`src/rtl/cafc_pkg.sv`:
```
// shared constants for the counter array control/flag register
package cafc_pkg;
  localparam logic [7:0] CAFC_REG_ADDR = 8'hd8;
  localparam logic [7:0] CAFC_RESET_VAL = 8'h00;
  localparam int CAFC_BIT_OVF = 7;
  localparam int CAFC_BIT_RUN = 6;
  localparam int CAFC_BIT_M2 = 2;
  localparam int CAFC_BIT_FLAG0 = 0;
  localparam int CAFC_UNUSED_HI = 5;
  localparam int CAFC_UNUSED_LO = 3;
  localparam int CAFC_NUM_MODULES = 3;
endpackage

```
`src/rtl/cafc_flags.sv`:
```
// control/flag register of the programmable counter array
`timescale 1ns/10ps
module cafc_flags #(
  parameter int NUM_MODULES = 3
) (
  input wire logic clk,
  input wire logic sys_rst,
  input wire logic clk_en,
  input wire logic sfr_wr,
  input wire logic sfr_rd,
  input wire logic [7:0] sfr_addr,
  input wire logic [7:0] sfr_wdata,
  output logic [7:0] sfr_rdata,
  output logic sfr_sel,
  input wire logic counter_wrap,
  input wire logic [NUM_MODULES-1:0] module_event,
  input wire logic overflow_irq_en,
  input wire logic [NUM_MODULES-1:0] module_irq_en,
  input wire logic watchdog_enabled,
  output logic counter_run,
  output logic array_irq,
  output logic watchdog_reset_req
);
  // three flags fill bits 2..0; more would run into the unused field, and the
  // checks below look at module 2 by index
  if (NUM_MODULES != cafc_pkg::CAFC_NUM_MODULES)
  begin : g_bad_modules
    $error("cafc_flags: only three modules fit the register");
  end

  logic reg_wr;
  logic counter_overflow_flag_r;
  logic counter_run_control_r;
  logic [NUM_MODULES-1:0] module_event_flag_r;
  logic [7:0] rdata_nxt;

  // one decode shared by the write strobe, the select output and the read mux
  function automatic logic addr_hit(input logic [7:0] addr);
    return addr == cafc_pkg::CAFC_REG_ADDR;
  endfunction

  assign reg_wr = sfr_wr && addr_hit(sfr_addr);
  assign sfr_sel = addr_hit(sfr_addr);

  // set wins over a simultaneous software clear
  // a write of one leaves the overflow flag alone; only a counter wrap sets it
  always_ff @(posedge clk)
  begin
    if (sys_rst)
      counter_overflow_flag_r <= 1'b0;
    else if (clk_en)
    begin
      if (counter_wrap)
        counter_overflow_flag_r <= 1'b1;
      else if (reg_wr && !sfr_wdata[cafc_pkg::CAFC_BIT_OVF])
        counter_overflow_flag_r <= 1'b0;
    end
  end

  always_ff @(posedge clk)
  begin
    if (sys_rst)
      module_event_flag_r <= '0;
    else if (clk_en)
    begin
      for (int i = 0; i < NUM_MODULES; i++)
      begin
        if (module_event[i])
          module_event_flag_r[i] <= 1'b1;
        else if (reg_wr && !sfr_wdata[i])
          module_event_flag_r[i] <= 1'b0;
        // a one forces the flag, except flag 2 while the watchdog is on
        else if (reg_wr && sfr_wdata[i] && !(watchdog_enabled && i == cafc_pkg::CAFC_BIT_M2))
          module_event_flag_r[i] <= 1'b1;
      end
    end
  end

  // software's own run setting is kept even while the watchdog overrides it
  always_ff @(posedge clk)
  begin
    if (sys_rst)
      counter_run_control_r <= 1'b0;
    else if (clk_en && reg_wr && !watchdog_enabled)
      counter_run_control_r <= sfr_wdata[cafc_pkg::CAFC_BIT_RUN];
  end

  always_ff @(posedge clk)
  begin
    // one-cycle request; the reset logic outside must catch it in that cycle
    if (sys_rst)
      watchdog_reset_req <= 1'b0;
    else if (clk_en)
      watchdog_reset_req <= reg_wr && watchdog_enabled
                            && sfr_wdata[cafc_pkg::CAFC_BIT_M2];
  end

  assign counter_run = counter_run_control_r || watchdog_enabled;
  assign array_irq = (counter_overflow_flag_r && overflow_irq_en)
                     || |(module_event_flag_r & module_irq_en);

  always_comb
  begin
    rdata_nxt = 8'h00;
    rdata_nxt[cafc_pkg::CAFC_BIT_OVF] = counter_overflow_flag_r;
    rdata_nxt[cafc_pkg::CAFC_BIT_RUN] = counter_run_control_r;
    rdata_nxt[cafc_pkg::CAFC_BIT_FLAG0 +: NUM_MODULES] = module_event_flag_r;
  end

  // read data registered; zero when another address is read
  always_ff @(posedge clk)
  begin
    if (sys_rst)
      sfr_rdata <= cafc_pkg::CAFC_RESET_VAL;
    else if (clk_en && sfr_rd)
      sfr_rdata <= addr_hit(sfr_addr) ? rdata_nxt : 8'h00;
  end
endmodule

```
`config.mk`:
```
export PLATFORM = sky130hd
export DESIGN_NAME = cafc_flags
export DESIGN_NICKNAME = d
export VERILOG_FILES = /design/src/rtl/cafc_pkg.sv /design/src/rtl/cafc_flags.sv
export SDC_FILE = /design/constraint.sdc
export NUM_CORES = 1
export LEC_CHECK = 0
export BUFFER_PORTS_ARGS = -buffer_cell sky130_fd_sc_hd__buf_2
export CORE_MARGIN = 1
export CORE_UTILIZATION = 40
export DETAILED_ROUTE_END_ITERATION = 8
export GPL_TIMING_DRIVEN = 1
export PLACE_DENSITY = 0.79
export SETUP_SLACK_MARGIN = 0.05
export SYNTH_ARGS = -nofsm -noshare
export SYNTH_HDL_FRONTEND = slang
export SYNTH_SLANG_ARGS = --single-unit
```
`constraint.sdc`:
```
create_clock -name clk -period 3.7 [get_ports clk]
set_clock_uncertainty 0.2 [all_clocks]
set_input_delay 0.74 -clock clk [delete_from_list [all_inputs] [get_ports clk]]
set_output_delay 0.74 -clock clk [all_outputs]
set_load 0.05 [all_outputs]
```
==> impl_metrics.tcl, run 1 <==
set metrics [dict create \
    end_kind "output port" \
    synth_cell_type_count 25 \
    cp.required_ns 2.76 \
    p_clk_share_pct 32.8 \
    ant_nets 0 \
    cp_top_family "simple AND/OR/NAND/NOR gates" \
    rr_worst_depth 3 \
    cts_tree "yes" \
    dieWidth_um 40.26 \
    nets 137 \
    tightest_slew_ns 0.8156 \
    cts_sinks 11 \
    rsz0062_at_grt "no" \
    drive_gt1_share_pct 37.74 \
    antenna_found_initial 0 \
    synth_seq_cells 11 \
    power.density_nw_per_um2 335.0 \
    die_h_um 40.26 \
    grt_util_met2_pct 35.89 \
    syn2layout_area_growth_pct 32.26 \
    peakVddDrop_mv 0.1950 \
    rows 13 \
    gp_congestion 0.8106 \
    r2r_setup_slack_ns 2.52 \
    switching_power_mw 0.07802 \
    internal-power_mw 0.1815 \
    cp_data_arrival_time_ns 1.87 \
    max_stage_delay_ns 0.62 \
    grt_use_met1_pct 24.67 \
    grt_use_total_pct 21.67 \
    crit_path_frequent_cell "buf_2" \
    hold_path_end "sfr_rdata[0]" \
    cp_num_cells 4 \
    worstSkewPairLatency_ns 0.27 \
    crit_buf_inv 2 \
    hold_viol 0 \
    clockRootBuffer "clkbuf_4" \
    layout_min_cycle_time_ns 2.805 \
    final_max_slew_viol_count 0 \
    first_global_vias 586 \
    synth_area_leaders "dfxtp_1, nand4_1, a21oi_1" \
    drc_errors 0 \
    core-area_um2 1334 \
    ys.flop_type "dfxtp_1" \
    dieArea_um2 1621 \
    vias 658 \
    p_leak_nw 0.3468 \
    synth_top_cell_area_share_pct 37.61 \
    met3_usage_pct 3.333 \
    cp_cell_sequence "buf_2 > or4b_1 > nor2_1 > buf_2" \
    busiest_layer "met2" \
    port_buffers 35 \
    timing.fmax_mhz 356.5 \
    period_share_pct 75.82 \
    routedWlPerCell_um 12.60 \
    startpoint_type "input pin" \
    hp-start "sfr_rdata[0]" \
    cts_htree_levels 1 \
    syn_inst 72 \
    async_flop_share_pct 0 \
    dr.pass1.iters 4 \
    start_util_pct 43.90 \
    combPwrFrac_pct 19.5 \
    status "completed" \
    synth_area_um2 585.6 \
    worstReg2RegStart "module_event_flag_r[2]" \
    yosysTopAreaCell "dfxtp_1" \
    drtIter0Drc 14 \
    diodes 0 \
    ys_warn_count 0 \
    avgSynthCellArea_um2 8.133 \
    drv_cap 0 \
    dp_hpwl_um 1176 \
    criticalPathCategory "in -> out" \
    synth_edf_count 0 \
    viasPerCell 5.438 \
    cp_max_fo 6 \
    finalSetupViolations 0 \
    crit_slowest_cell "or4b_1" \
    grt_max_degree 12 \
    seq_area_frac_synth_pct 37.61 \
    numCtsBuffers 3 \
    p_sw_share_pct 30.07 \
    hold_buffers 0 \
    grt_pass1_wl_um 2297 \
    io_pins 42 \
    min_path_cells 2 \
    max_slew_margin_pct 45.48 \
    cts_resized 0 \
    p_total_mw 0.2595 \
    r2r-end "module_event_flag_r[2]" \
    post_cts_buffers 0 \
    totalWireLength_um 1525 \
    cts_buffer_depth 2 \
    holdCritPathClass "reg -> reg" \
    clkSlewWorstSetupHoldPaths_ns 0.07 \
    overflow 0 \
    finalSetupTns_ns 0 \
    p_seq_share_pct 47.6 \
    fillers 131 \
]
[power by group through the flow]
stage | logic (mW) | clock network (mW) | registers, mW
2_1_floorplan | 0.0330 | 0 | 0.126
3_3_place_gp | 0.0493 | 0 | 0.126
3_5_place_dp | 0.0504 | 0 | 0.126
4_1_cts | 0.0505 | 0.0886 | 0.124
5_1_grt | 0.0561 | 0.0940 | 0.124
6_report | 0.0507 | 0.0852 | 0.124
[registers in the layout, summed over array words and instances, names as in the netlist]
name,flops
sfr_rdata,5
counter_run_control_r,1
watchdog_reset_req,1
module_event_flag_r,3
counter_overflow_flag_r,1
[worst max-delay path by stage]
stage	startpoint	end
2_1_floorplan	sfr_addr[1]	sfr_sel
3_3_place_gp	sfr_addr[1]	sfr_sel
3_5_place_dp	sfr_addr[1]	sfr_sel
6_report	sfr_addr[1]	sfr_sel
4_1_cts	sfr_addr[1]	sfr_sel
5_1_grt	sfr_addr[1]	sfr_sel
[area by class of cell]
type                       instances  area [um^2]  area share (%)
clock buffer                       4        26.28           3.393
multi-input combinational         56        334.1           43.13
sequential                        11        220.2           28.43
tap                               15        18.77           2.423
timing repair buffer              35        175.2           22.62
[tightest hold or removal path: stages, from the launching register on]
cell     delay [ns]
dfxtp_1        0.31
nand2_1        0.05
a21oi_1        0.05
[cells in the final DEF (no fill, tap or decap), types with 3 or more instances in the layout]
master / netlist / routed
nand2_1: 12 / 12
conb_1: 1 / 3
dfxtp_1: 11 / 11
nand4_1: 8 / 8
a21oi_1: 9 / 9
clkbuf_4: 0 / 3
buf_2: 1 / 35
[synthesized netlist by cell type, types with 2 or more instances]
cell type,count
nand4_1,8
a22oi_1,2
nor2_1,2
nand2_1,12
buf_4,3
a31oi_1,2
o41ai_1,2
a21oi_1,9
dfxtp_1,11
clkbuf_1,3
a211oi_1,2
and2_1,2
o31ai_1,2
[routing by layer]
metal	vias up	routed length (um)
met5	-	0
met4	0	42
met3	4	63
met2	21	783
met1	294	636
li1	339	-
[metrics by stage]
stage          hold slack (ns)  util (%)  instance area (um^2)  setup WS [ns]  cells
2_1_floorplan           0.2469         -                 593.1         0.7177     74
3_3_place_gp            0.2391     56.10                 748.2         0.9069    117
3_5_place_dp            0.2421     56.10                 748.2         0.8904    117
4_1_cts                 0.2530     58.07                 774.5         0.8888    121
5_1_grt                 0.2702     58.07                 774.5         0.8647    121
6_report                0.2491     58.07                 774.5         0.8947    121
[kinds of logic after synthesis]
group	Yosys count	synth area share [%]
simple gates	33	32.91
compound gates	20	22.22
flops	11	37.61
buf+inv	7	6.623
other cells	1	0.6404
Power figures use the tool's default switching activity.
==> run 2, diff against run 1 <==
Settings changed: CORE_UTILIZATION 40 to 35, PLACE_DENSITY 0.79 to 0.73.
Clock period 3.7 ns to 2.5 ns, I/O delays scaled along.
==> impl_metrics.tcl, run 2 (synthesis gave the netlist of run 1 again) <==
set metrics [dict create \
    status "completed" \
    end_kind "output port" \
    dieArea_um2 1840 \
    vias 664 \
    min_path_cells 2 \
    clkSlewWorstSetupHoldPaths_ns 0.07 \
    cp_data_arrival_time_ns 1.56 \
    drive_gt1_share_pct 39.81 \
    core-area_um2 1541 \
    worstSkewPairLatency_ns 0.26 \
    r2r-end "module_event_flag_r[2]" \
    placed_area_um2 767.0 \
    clockRootBuffer "clkbuf_4" \
    largestRegisters "sfr_rdata: 5 flops, module_event_flag_r: 3 flops" \
    rsz0062_at_grt "no" \
    totalWireLength_um 1535 \
    r2r_setup_slack_ns 1.38 \
    start_util_pct 37.99 \
    dp_hpwl_um 1182 \
    ant_nets 0 \
    criticalPathCategory "in -> out" \
    die_h_um 42.90 \
    syn2layout_area_growth_pct 35.47 \
    timing.final.ws_setup_ns 0.2430 \
    cts_buffer_depth 2 \
    grt_pass1_wl_um 2684 \
    dp_slack_ns 0.2363 \
    period_share_pct 90.28 \
    post_cts_buffers 0 \
    finalSetupTns_ns 0 \
    cts_htree_levels 1 \
    power.density_nw_per_um2 478.6 \
    final_cell_area_um2 793.3 \
    rr_worst_depth 3 \
    cp_max_fo 3 \
    timing.fmax_mhz 443.1 \
    largest_reg_flops 5 \
    rows 14 \
    hold_viol 0 \
    holdCritPathClass "reg -> reg" \
    startpoint_type "input pin" \
    worstReg2RegStart "module_event_flag_r[2]" \
    max_stage_delay_ns 0.58 \
    cts_resized 0 \
    cp_cell_sequence "buf_2 > or4b_1 > nor2_2 > buf_2" \
    crit_path_frequent_cell "buf_2" \
    hold_buffers 0 \
    viasPerCell 5.355 \
    fin_util_pct 51.46 \
    dieWidth_um 42.90 \
    peakVddDrop_mv 0.3184 \
    dr.pass1.iters 4 \
    drtIter0Drc 12 \
    overflow 0 \
    numCtsBuffers 3 \
    grt_use_total_pct 18.93 \
    crit_slowest_cell "or4b_1" \
    mostFrequentLayoutCells "buf_2, nand2_1, dfxtp_1, a21oi_1, nand4_1" \
    port_buffers 35 \
    gp_congestion 0.7769 \
    cts_tree "yes" \
    routedWlPerCell_um 12.38 \
    nets 139 \
    hp-start "sfr_rdata[1]" \
    first_global_vias 651 \
    hold_path_end "sfr_rdata[1]" \
    drv_cap 0 \
    antenna_found_initial 0 \
    cp.required_ns 1.80 \
    drc_errors 0 \
    diodes 0 \
    p_leak_nw 0.3563 \
    worstSetupStartpoint "sfr_addr[1]" \
    top_register "sfr_rdata" \
    io_pins 42 \
    cts_sinks 11 \
    layout_commonest_cell "buf_2" \
    grt_max_degree 12 \
    finalSetupViolations 0 \
    final_max_slew_viol_count 0 \
    layout_min_cycle_time_ns 2.257 \
]
-- run 2: cell count changes in the layout (fill, tap and decap cells not counted), sizes merged --
cell  previous run  this run
buf             35        37
-- run 2: critical path, delay by kind of cell --
kind / cells / cell delay, ns
simple gates: 2 / 0.68
buf+inv: 2 / 0.37
-- run 2: worst max-delay path by stage --
stage / endpoint
detailed placement: sfr_sel
floorplan: sfr_sel
global route: sfr_sel
finish: sfr_sel
CTS: sfr_sel
global placement: sfr_sel
-- run 2: metrics by stage --
stage	cells	total power, mW	hold WS, ns
floorplan	74	0.2349	0.2469
global placement	120	0.2620	0.2387
detailed placement	120	0.2635	0.2437
CTS	124	0.3852	0.2533
global route	124	0.4001	0.2698
finish	124	0.3797	0.2469
-- run 2: area by class of cell --
| class | count | area [um^2] |
|---|---|---|
| flip-flops and latches | 11 | 220.2 |
| repair buffers | 37 | 190.2 |
| well taps | 16 | 20.02 |
| multi-input cells | 56 | 336.6 |
| fillers | 155 | 748.2 |
| clock buffers | 4 | 26.28 |
-- run 2: routing by layer --
layer / GRT usage (%) / vias up / share of wire (%)
met5: 0 / - / 0
met1: 23.58 / 301 / 42
met2: 30.30 / 21 / 51
li1: - / 342 / -
met3: 6.383 / 0 / 7.0
met4: 6.250 / 0 / 0
-- run 2: power breakdown --
| group | total (mW) | switching (mW) | leakage [nW] | internal (mW) |
|---|---|---|---|---|
| registers | 0.183 | 0.00357 | 0.0894 | 0.179 |
| logic | 0.0767 | 0.0483 | 0.252 | 0.0284 |
| clock network | 0.120 | 0.0584 | 0.0150 | 0.0616 |
| total | 0.380 | 0.110 | 0.356 | 0.269 |
